[config.mk]
export PLATFORM = sky130hd
export DESIGN_NAME = ctml_mode_logic
export DESIGN_NICKNAME = d
export VERILOG_FILES = /design/src/design/ctml_mode_logic.v
export VERILOG_INCLUDE_DIRS = /design/src /design/src/design
export SDC_FILE = /design/constraint.sdc
export NUM_CORES = 1
export LEC_CHECK = 0
export BUFFER_PORTS_ARGS = -buffer_cell sky130_fd_sc_hd__clkbuf_2
export CELL_PAD_IN_SITES_DETAIL_PLACEMENT = 0
export CELL_PAD_IN_SITES_GLOBAL_PLACEMENT = 2
export CORE_MARGIN = 5
export CORE_UTILIZATION = 43
export CTS_BUF_LIST = sky130_fd_sc_hd__clkbuf_8 sky130_fd_sc_hd__clkbuf_16
export CTS_CLUSTER_SIZE = 40
export DETAILED_ROUTE_END_ITERATION = 6
export PLACE_DENSITY = 0.95
export SLEW_MARGIN = 5
export SYNTH_ARGS = -nofsm -noshare
export SYNTH_HDL_FRONTEND = slang
export SYNTH_SLANG_ARGS = --single-unit
export TNS_END_PERCENT = 5
[constraint.sdc]
create_clock -name core_clk -period 9.2 [get_ports core_clk]
set_input_delay 0.46 -clock core_clk [delete_from_list [all_inputs] [get_ports core_clk]]
set_output_delay 0.46 -clock core_clk [all_outputs]
set_load 0.01 [all_outputs]
[src/design/ctml_map.vh]
// Constants for the CAN transceiver mode and supervision logic
`ifndef CTML_MAP_VH
`define CTML_MAP_VH
// Core clock period in picoseconds (125 MHz)
`define CTML_CLK_PS          8000
// Stuck-dominant transmit timeout, least time, in ns
`define CTML_DOM_TIMEOUT_NS  200000
// Wake-up pulse shortest dominant time, in ns
`define CTML_WU_PMIN_NS      500
// Wake-up pulse longest dominant time and longest gap, in ns
`define CTML_WU_PMAX_NS      500000
// Wake-up pattern window, in ns
`define CTML_WU_WIN_NS       1000000
// Third pulse to interrupt pulse delay, typical, in ns
`define CTML_IRQ_DLY_NS      80000
// Width of the interrupt pulse, in ns
`define CTML_IRQ_W_NS        1000
// Number of dominant pulses in a wake-up pattern
`define CTML_WU_PULSES       3
// Interface mode codes
`define CTML_MODE_NORMAL     1'b0
`define CTML_MODE_SLEEP      1'b1
// Slew rate after reset
`define CTML_SLEW_RST        2'h0
// Chip mode codes
`define CTML_CHIP_RESET      3'h0
`define CTML_CHIP_NREQ       3'h1
`define CTML_CHIP_NORMAL     3'h2
`define CTML_CHIP_STANDBY    3'h3
`define CTML_CHIP_SLEEP      3'h4
`define CTML_CHIP_STOP       3'h5
`endif

[src/design/ctml_mode_logic.v]
// CAN transceiver mode, supervision and wake-up logic
`timescale 1ns/1ns
`default_nettype none
`include "ctml_map.vh"

// Summary of operation
// RULE_01: Two modes, selected only by SPI command
// RULE_02: Four slew-rate codes in normal mode
// RULE_03: Sleep honours remote wake-up enable option
// RULE_04: Transmit high gives recessive, lines released
// RULE_05: Transmit low drives bus dominant
// RULE_06: Receive output follows sensed bus state
// RULE_07: Receive output low while supply off
// RULE_08: Undriven transmit input reads recessive
// RULE_09: Driver off after dominant timeout
// RULE_10: Controller keeps at least 60 KBaud
// RULE_11: Reset or normal-request with ballast: pins low
// RULE_12: Standby with ballast: pins low
// RULE_13: Powered sleep holds pins high
// RULE_14: Interrupt pulse 80 us after third pulse
// RULE_15: Three valid dominant pulses within window
// RULE_16: Stuck flag clears on fault end and read
// RULE_17: Stop-mode wake-ups pulse the interrupt output
// RULE_18: Driver re-enables when transmit returns high
module ctml_mode_logic #(
	parameter integer DOM_TIMEOUT_CYC =
		(`CTML_DOM_TIMEOUT_NS * 1000 + `CTML_CLK_PS - 1) / `CTML_CLK_PS,
	parameter integer WU_PMAX_CYC =
		(`CTML_WU_PMAX_NS * 1000) / `CTML_CLK_PS,
	parameter integer WU_WIN_CYC =
		(`CTML_WU_WIN_NS * 1000) / `CTML_CLK_PS,
	parameter integer IRQ_DLY_CYC =
		(`CTML_IRQ_DLY_NS * 1000) / `CTML_CLK_PS
) (
	input  wire       core_clk,
	input  wire       sys_rst,
	input  wire       spi_mode_wr,
	input  wire       spi_mode_sel,
	input  wire [1:0] spi_slew_sel,
	input  wire       spi_wake_en,
	input  wire       spi_status_rd,
	input  wire [2:0] chip_mode,
	input  wire       ext_ballast,
	input  wire       interface_supply_rail,
	input  wire       other_wake,
	input  wire       tx_pin,
	input  wire       tx_pin_driven,
	input  wire       bus_dominant,
	output reg        rx_pin,
	output reg        tx_level,
	output reg        drv_dominant,
	output reg        drv_enable,
	output reg  [1:0] slew_rate,
	output reg        can_mode,
	output reg        wake_armed,
	output reg        can_wakeup_flag,
	output reg        tx_stuck_flag,
	output reg        irq_n
);

	localparam integer PMIN_CYC =
		(`CTML_WU_PMIN_NS * 1000 + `CTML_CLK_PS - 1) / `CTML_CLK_PS;
	localparam integer IRQ_W_CYC =
		(`CTML_IRQ_W_NS * 1000) / `CTML_CLK_PS;
	localparam [2:0] S_IDLE = 3'h1;
	localparam [2:0] S_WAIT = 3'h2;
	localparam [2:0] S_PULSE = 3'h4;

	// Saturating counter step
	function [19:0] ctml_inc;
		input [19:0] v;
		begin
			ctml_inc = (v == 20'hFFFFF) ? v : v + 20'h00001;
		end
	endfunction

	// Pin synchronisers
	reg [1:0] tx_sync_reg;
	reg [1:0] txd_sync_reg;
	reg [1:0] bus_sync_reg;
	reg [1:0] sup_sync_reg;
	reg [1:0] ow_sync_reg;
	always @(posedge core_clk or posedge sys_rst) begin
		if (sys_rst) begin
			tx_sync_reg  <= 2'h3;
			txd_sync_reg <= 2'h0;
			bus_sync_reg <= 2'h0;
			sup_sync_reg <= 2'h0;
			ow_sync_reg  <= 2'h0;
		end else begin
			tx_sync_reg  <= {tx_sync_reg[0], tx_pin};
			txd_sync_reg <= {txd_sync_reg[0], tx_pin_driven};
			bus_sync_reg <= {bus_sync_reg[0], bus_dominant};
			sup_sync_reg <= {sup_sync_reg[0], interface_supply_rail};
			ow_sync_reg  <= {ow_sync_reg[0], other_wake};
		end
	end

	wire tx_hi   = tx_sync_reg[1] | ~txd_sync_reg[1]; // RULE_08
	wire bus_dom = bus_sync_reg[1];
	wire sup_on  = sup_sync_reg[1];
	wire ow      = ow_sync_reg[1];
	wire in_stop = (chip_mode == `CTML_CHIP_STOP);
	// Supply is off in these chip modes when a ballast is fitted
	wire bal_off = ext_ballast & ((chip_mode == `CTML_CHIP_RESET) |
		(chip_mode == `CTML_CHIP_NREQ) |
		(chip_mode == `CTML_CHIP_STANDBY)); // RULE_11 RULE_12
	wire pow_on = sup_on & ~bal_off & (chip_mode != `CTML_CHIP_SLEEP) &
		~in_stop;

	// Mode, slew and wake option, changed only by SPI write
	always @(posedge core_clk or posedge sys_rst) begin
		if (sys_rst) begin
			can_mode   <= `CTML_MODE_NORMAL;
			slew_rate  <= `CTML_SLEW_RST;
			wake_armed <= 1'b0;
		end else if (spi_mode_wr) begin // RULE_01
			can_mode  <= spi_mode_sel;
			slew_rate <= spi_slew_sel; // RULE_02
			if (spi_mode_sel == `CTML_MODE_SLEEP)
				wake_armed <= spi_wake_en; // RULE_03
			else
				wake_armed <= 1'b0;
		end
	end

	// Stuck-dominant timeout and driver disable
	reg [19:0] dom_cnt_reg;
	reg        tx_fault_reg;
	always @(posedge core_clk or posedge sys_rst) begin
		if (sys_rst) begin
			dom_cnt_reg  <= 20'h00000;
			tx_fault_reg <= 1'b0;
		end else if (tx_hi) begin
			dom_cnt_reg  <= 20'h00000;
			tx_fault_reg <= 1'b0; // RULE_18
		end else begin
			dom_cnt_reg <= ctml_inc(dom_cnt_reg);
			if (dom_cnt_reg >= DOM_TIMEOUT_CYC[19:0] - 20'h00001)
				tx_fault_reg <= 1'b1; // RULE_09
		end
	end

	// Latched stuck flag: set wins, clear needs fault gone and read
	always @(posedge core_clk or posedge sys_rst) begin
		if (sys_rst)
			tx_stuck_flag <= 1'b0;
		else if (tx_fault_reg)
			tx_stuck_flag <= 1'b1; // RULE_16
		else if (spi_status_rd)
			tx_stuck_flag <= 1'b0; // RULE_16
	end

	// Pin and driver outputs per power and interface mode
	always @(posedge core_clk or posedge sys_rst) begin
		if (sys_rst) begin
			rx_pin       <= 1'b0;
			tx_level     <= 1'b0;
			drv_dominant <= 1'b0;
			drv_enable   <= 1'b0;
		end else if (!pow_on) begin
			rx_pin       <= 1'b0; // RULE_07 RULE_11 RULE_12
			tx_level     <= 1'b0;
			drv_dominant <= 1'b0;
			drv_enable   <= 1'b0;
		end else if (can_mode == `CTML_MODE_SLEEP) begin
			rx_pin       <= 1'b1; // RULE_13
			tx_level     <= 1'b1;
			drv_dominant <= 1'b0;
			drv_enable   <= 1'b0;
		end else begin
			rx_pin       <= ~bus_dom; // RULE_06
			tx_level     <= tx_hi;
			drv_enable   <= ~tx_fault_reg; // RULE_09
			drv_dominant <= ~tx_hi & ~tx_fault_reg; // RULE_04 RULE_05
		end
	end

	// Pattern wake-up detector on the bus receiver
	reg        bus_d_reg;
	reg [19:0] pulse_cnt_reg;
	reg [19:0] gap_cnt_reg;
	reg [19:0] win_cnt_reg;
	reg [1:0]  npulse_reg;
	reg        wake_det;
	always @(posedge core_clk or posedge sys_rst) begin
		if (sys_rst) begin
			bus_d_reg     <= 1'b0;
			pulse_cnt_reg <= 20'h00000;
			gap_cnt_reg   <= 20'h00000;
			win_cnt_reg   <= 20'h00000;
			npulse_reg    <= 2'h0;
			wake_det      <= 1'b0;
		end else begin
			bus_d_reg <= bus_dom;
			wake_det  <= 1'b0;
			if (!wake_armed) begin
				npulse_reg  <= 2'h0;
				win_cnt_reg <= 20'h00000;
			end else if (bus_dom) begin
				pulse_cnt_reg <= ctml_inc(pulse_cnt_reg);
				gap_cnt_reg   <= 20'h00000;
				if (npulse_reg != 2'h0)
					win_cnt_reg <= ctml_inc(win_cnt_reg);
				if (pulse_cnt_reg >= WU_PMAX_CYC[19:0])
					npulse_reg <= 2'h0;
			end else begin
				pulse_cnt_reg <= 20'h00000;
				if (npulse_reg != 2'h0) begin
					gap_cnt_reg <= ctml_inc(gap_cnt_reg);
					win_cnt_reg <= ctml_inc(win_cnt_reg);
				end
				if (gap_cnt_reg >= WU_PMAX_CYC[19:0] ||
					win_cnt_reg >= WU_WIN_CYC[19:0]) begin
					npulse_reg  <= 2'h0;
					win_cnt_reg <= 20'h00000;
				end else if (bus_d_reg &&
					pulse_cnt_reg >= PMIN_CYC[19:0] &&
					pulse_cnt_reg < WU_PMAX_CYC[19:0]) begin // RULE_15
					if (npulse_reg == 2'h2) begin
						wake_det    <= 1'b1;
						npulse_reg  <= 2'h0;
						win_cnt_reg <= 20'h00000;
					end else
						npulse_reg <= npulse_reg + 2'h1;
				end
			end
		end
	end

	// Sticky wake-up flag, cleared by read in normal mode; set wins
	always @(posedge core_clk or posedge sys_rst) begin
		if (sys_rst)
			can_wakeup_flag <= 1'b0;
		else if (wake_det)
			can_wakeup_flag <= 1'b1;
		else if (spi_status_rd && can_mode == `CTML_MODE_NORMAL)
			can_wakeup_flag <= 1'b0;
	end

	// Stop-mode interrupt pulse sequencer
	reg [2:0]  irq_st_reg;
	reg [19:0] irq_cnt_reg;
	always @(posedge core_clk or posedge sys_rst) begin
		if (sys_rst) begin
			irq_st_reg  <= S_IDLE;
			irq_cnt_reg <= 20'h00000;
			irq_n       <= 1'b1;
		end else begin
			case (irq_st_reg)
				S_IDLE: begin
					irq_n       <= 1'b1;
					irq_cnt_reg <= 20'h00000;
					if (in_stop && (wake_det || ow)) // RULE_17
						irq_st_reg <= S_WAIT;
				end
				S_WAIT: begin
					irq_cnt_reg <= ctml_inc(irq_cnt_reg);
					if (irq_cnt_reg >= IRQ_DLY_CYC[19:0] - 20'h00001) begin
						irq_st_reg  <= S_PULSE; // RULE_14
						irq_cnt_reg <= 20'h00000;
						irq_n       <= 1'b0;
					end
				end
				S_PULSE: begin
					irq_cnt_reg <= ctml_inc(irq_cnt_reg);
					if (irq_cnt_reg >= IRQ_W_CYC[19:0] - 20'h00001) begin
						irq_st_reg <= S_IDLE;
						irq_n      <= 1'b1;
					end
				end
				default: begin
					irq_st_reg <= S_IDLE;
					irq_n      <= 1'b1;
				end
			endcase
		end
	end

endmodule
`default_nettype wire

==> key figures <==
Final layout
  – Commonest non-fill, non-tap cell in the layout: dfrtp_1
  – Filler Cells Inserted: 1,407
  – Final non-filler cell total: 928
  – Antenna diodes: 0
  – Area growth from synthesis to layout: 13.9%
  – Layout cells sized above 1: 0.108
  – Commonest cells after routing, fill and taps aside: dfrtp_1 (125), nor2_1 (105), nand2_1 (63), nand3_1 (53), xor2_1 (53)
  – Layout Nets: 753

Yosys
  – Synth unique cells: 61
  – Synth Area in Compound Gates: 0.0891
  – Post-synth EDFFs: 0
  – Syn Area/Cell: 9.41 µm²
  – Area leader, netlist: dfrtp_1
  – Synth Area in Simple Gates: 0.270
  – Adder-cell share of the synthesized area: 0.0172
  – Main combinational cell family by area after synthesis: simple AND/OR/NAND/NOR gates
  – Area fraction of the dominant cell type after synthesis: 0.478
  – FFs w/ async S/R, synth: 1.00
  – Mux cell area share after synthesis: 0.00975
  – Sequential cell area fraction in the yosys report: 0.494
  – Yosys warns: 0
  – Xor/xnor share of the synthesized area: 0.0977
  – Most common flop cell mapped by yosys: dfrtp_1
  – Gate Count Post-Synth: 695
  – Largest cells by area after synthesis: dfrtp_1 (48%), xor2_1 (7.1%), nor2_1 (6.0%)
  – Post-Syn Area: 6540 µm²
  – #FFs+latches synth: 129
  – Net Count, Synth: 721

CTS
  – TritonCTS clock tree: yes
  – CTS sink count: 129
  – H-tree levels: 4
  – Post-CTS setup buffers: 0
  – Num CTS Buffers: 17
  – Clock slew at reported path FFs: 0.06 ns
  – Post-CTS Resized: 0
  – Skew-Pair Late Insertion Delay: 0.42 ns
  – Max clock buf depth: 2
  – CTS Hold Bufs: 0
  – Clock root buffer: clkbuf_16

Drt
  – Via density per instance: 5.55
  – Detail Route Antenna Nets: 0
  – Pre-Repair DR Iteration Count: 5
  – DR vias: 5,152
  – DRC: 0
  – Routed wire length per instance: 15.2 µm
  – DRC marker count from the first detailed-route iteration: 327
  – Post-Route WL: 14,100 µm

Power and ir drop
  – Cell Pwr Density: 180 nW/µm²
  – Max IR drop VDD: 0.000146 V
  – Leak Pwr: 3.20 nW

STA
  – Setup TNS: 0 ns
  – Slew HR: 0.275
  – # setup viols final: 0
  – Fin crit period: 2.59 ns
  – Period utilization: 0.282
  – RSZ-0062 raised after global routing: no
  – Final Hold Vio Count: 0
  – Setup ws final: 6.61 ns
  – Max Slew Vio Count: 0
  – Max Clk Rate: 386 MHz
  – Worst Tran Pin Value: 1.08 ns
  – Final Skew: 0.0107 ns

Critical path
  – Crit-path cells: ha_1 -> nand3_1 -> a21oi_1 -> o41ai_4 -> nor2_1 -> nor2_1
  – Crit path launch type: flip-flop
  – CP dominant cell by count: nor2_1
  – Crit path from: irq_cnt_reg[0]
  – CP Capture Type: flip-flop
  – Buf+Inv Stages, Crit Path: 0
  – Crit-path max FO: 16
  – Worst R2R Start: irq_cnt_reg[0]
  – R2R cell count: 6
  – Crit path DAT: 2.84 ns
  – CP max stage delay: 0.84 ns
  – WP depth: 6
  – Crit path required time: 9.45 ns
  – Top delay family on crit path: simple AND/OR/NAND/NOR gates
  – Slowest-stage cell, CP: nor2_1
  – Critical path class: flip-flop to flip-flop

Place
  – Placed Instances: 896
  – Dpl ws: 6.61 ns
  – Port Buf Inserts: 27
  – Routability Congestion: 0.845
  – Post-DP HPWL: 9600 µm

Floorplan
  – Core area: 15,100 µm²
  – Starting Density: 0.434
  – Die width: 133 µm
  – Die Y: 133 µm
  – IO Pins: 28
  – Die Area: 17,800 µm²
  – Cell row count: 45

Global route
  – Remaining global-route overflow: 0
  – Initial antenna violation count: 0
  – Largest net degree at the start of global routing: 79
  – Vias in the first global route: 5,114
  – Tot GR Track Use: 0.169
  – First-pass GRT wire length: 24,700 µm

Outcome
  – Status: finished clean

Run
  – Max Cap Viol: 0

Hold path
  – Path category of the worst min-delay check: primary input to async pin
cells in the mapped netlist, drive strengths merged (4+ instances only):
cell type	count
dfrtp	125
nand4	25
a21oi	23
nor4	14
xor2	53
dfstp	4
xnor2	20
or3	16
o21a	4
clkbuf	15
and3	13
nand4b	4
inv	21
nor2	106
nand2	63
and4	9
a21o	5
a31oi	7
nand3	53
or4	5
ha	9
nor3	22
and2	5
o21ai	28
final cells by class:
class,count,area [µm²],area share
clock buffer,22,494,0.0663
timing repair buffer,30,158,0.0212
multi-input combinational,528,3160,0.425
inverter,21,81.3,0.0109
sequential,129,3230,0.434
clock inverter,10,85.1,0.0114
tap,188,235,0.0316
path summary, 6_finish.rpt:
check	endpoint	slack, ns
setup reg to reg	irq_cnt_reg[7]	6.61
hold reg to reg	bus_sync_reg[1]	0.35
min in group core_clk	tx_sync_reg[0]	0.13
setup / recovery	irq_cnt_reg[7]	6.61
hold / removal	dom_cnt_reg[7]	0.13
max in group asynchronous	pulse_cnt_reg[1]	7.61
power by group:
part           leakage [nW]  switching, mW  internal (mW)
clock network         0.279          0.245          0.404
logic                  1.17         0.0668         0.0274
registers              1.75         0.0185          0.584
total                  3.20          0.330           1.02
layer usage:
metal  wire, µm  global-route usage  share of wire
met1       6610               0.223           0.47
met2       6690               0.268           0.48
met3        500              0.0412          0.036
met4        271              0.0663          0.019
met5          0                   0              0
kinds of logic (layout without fill, tap and decap cells):
logic type,after synthesis,in the layout
AND/OR/NAND/NOR,350,350
flip-flops,129,129
multiplexers,6,6
adder cells (fa/ha/maj),9,9
AO/OA/AOI/OAI,90,90
XOR/XNOR,73,73
buffers and inverters,38,83
metrics by stage:
stage	utilization	hold slack [ns]	power, mW	cell area [µm²]
floorplan	-	0.331	0.675	6540
global placement	0.455	0.335	0.702	6870
detailed placement	0.455	0.337	0.707	6870
CTS	0.494	0.112	1.36	7450
global route	0.494	0.109	1.41	7450
finish	0.494	0.132	1.34	7450
(Power assumes the default switching activity.)
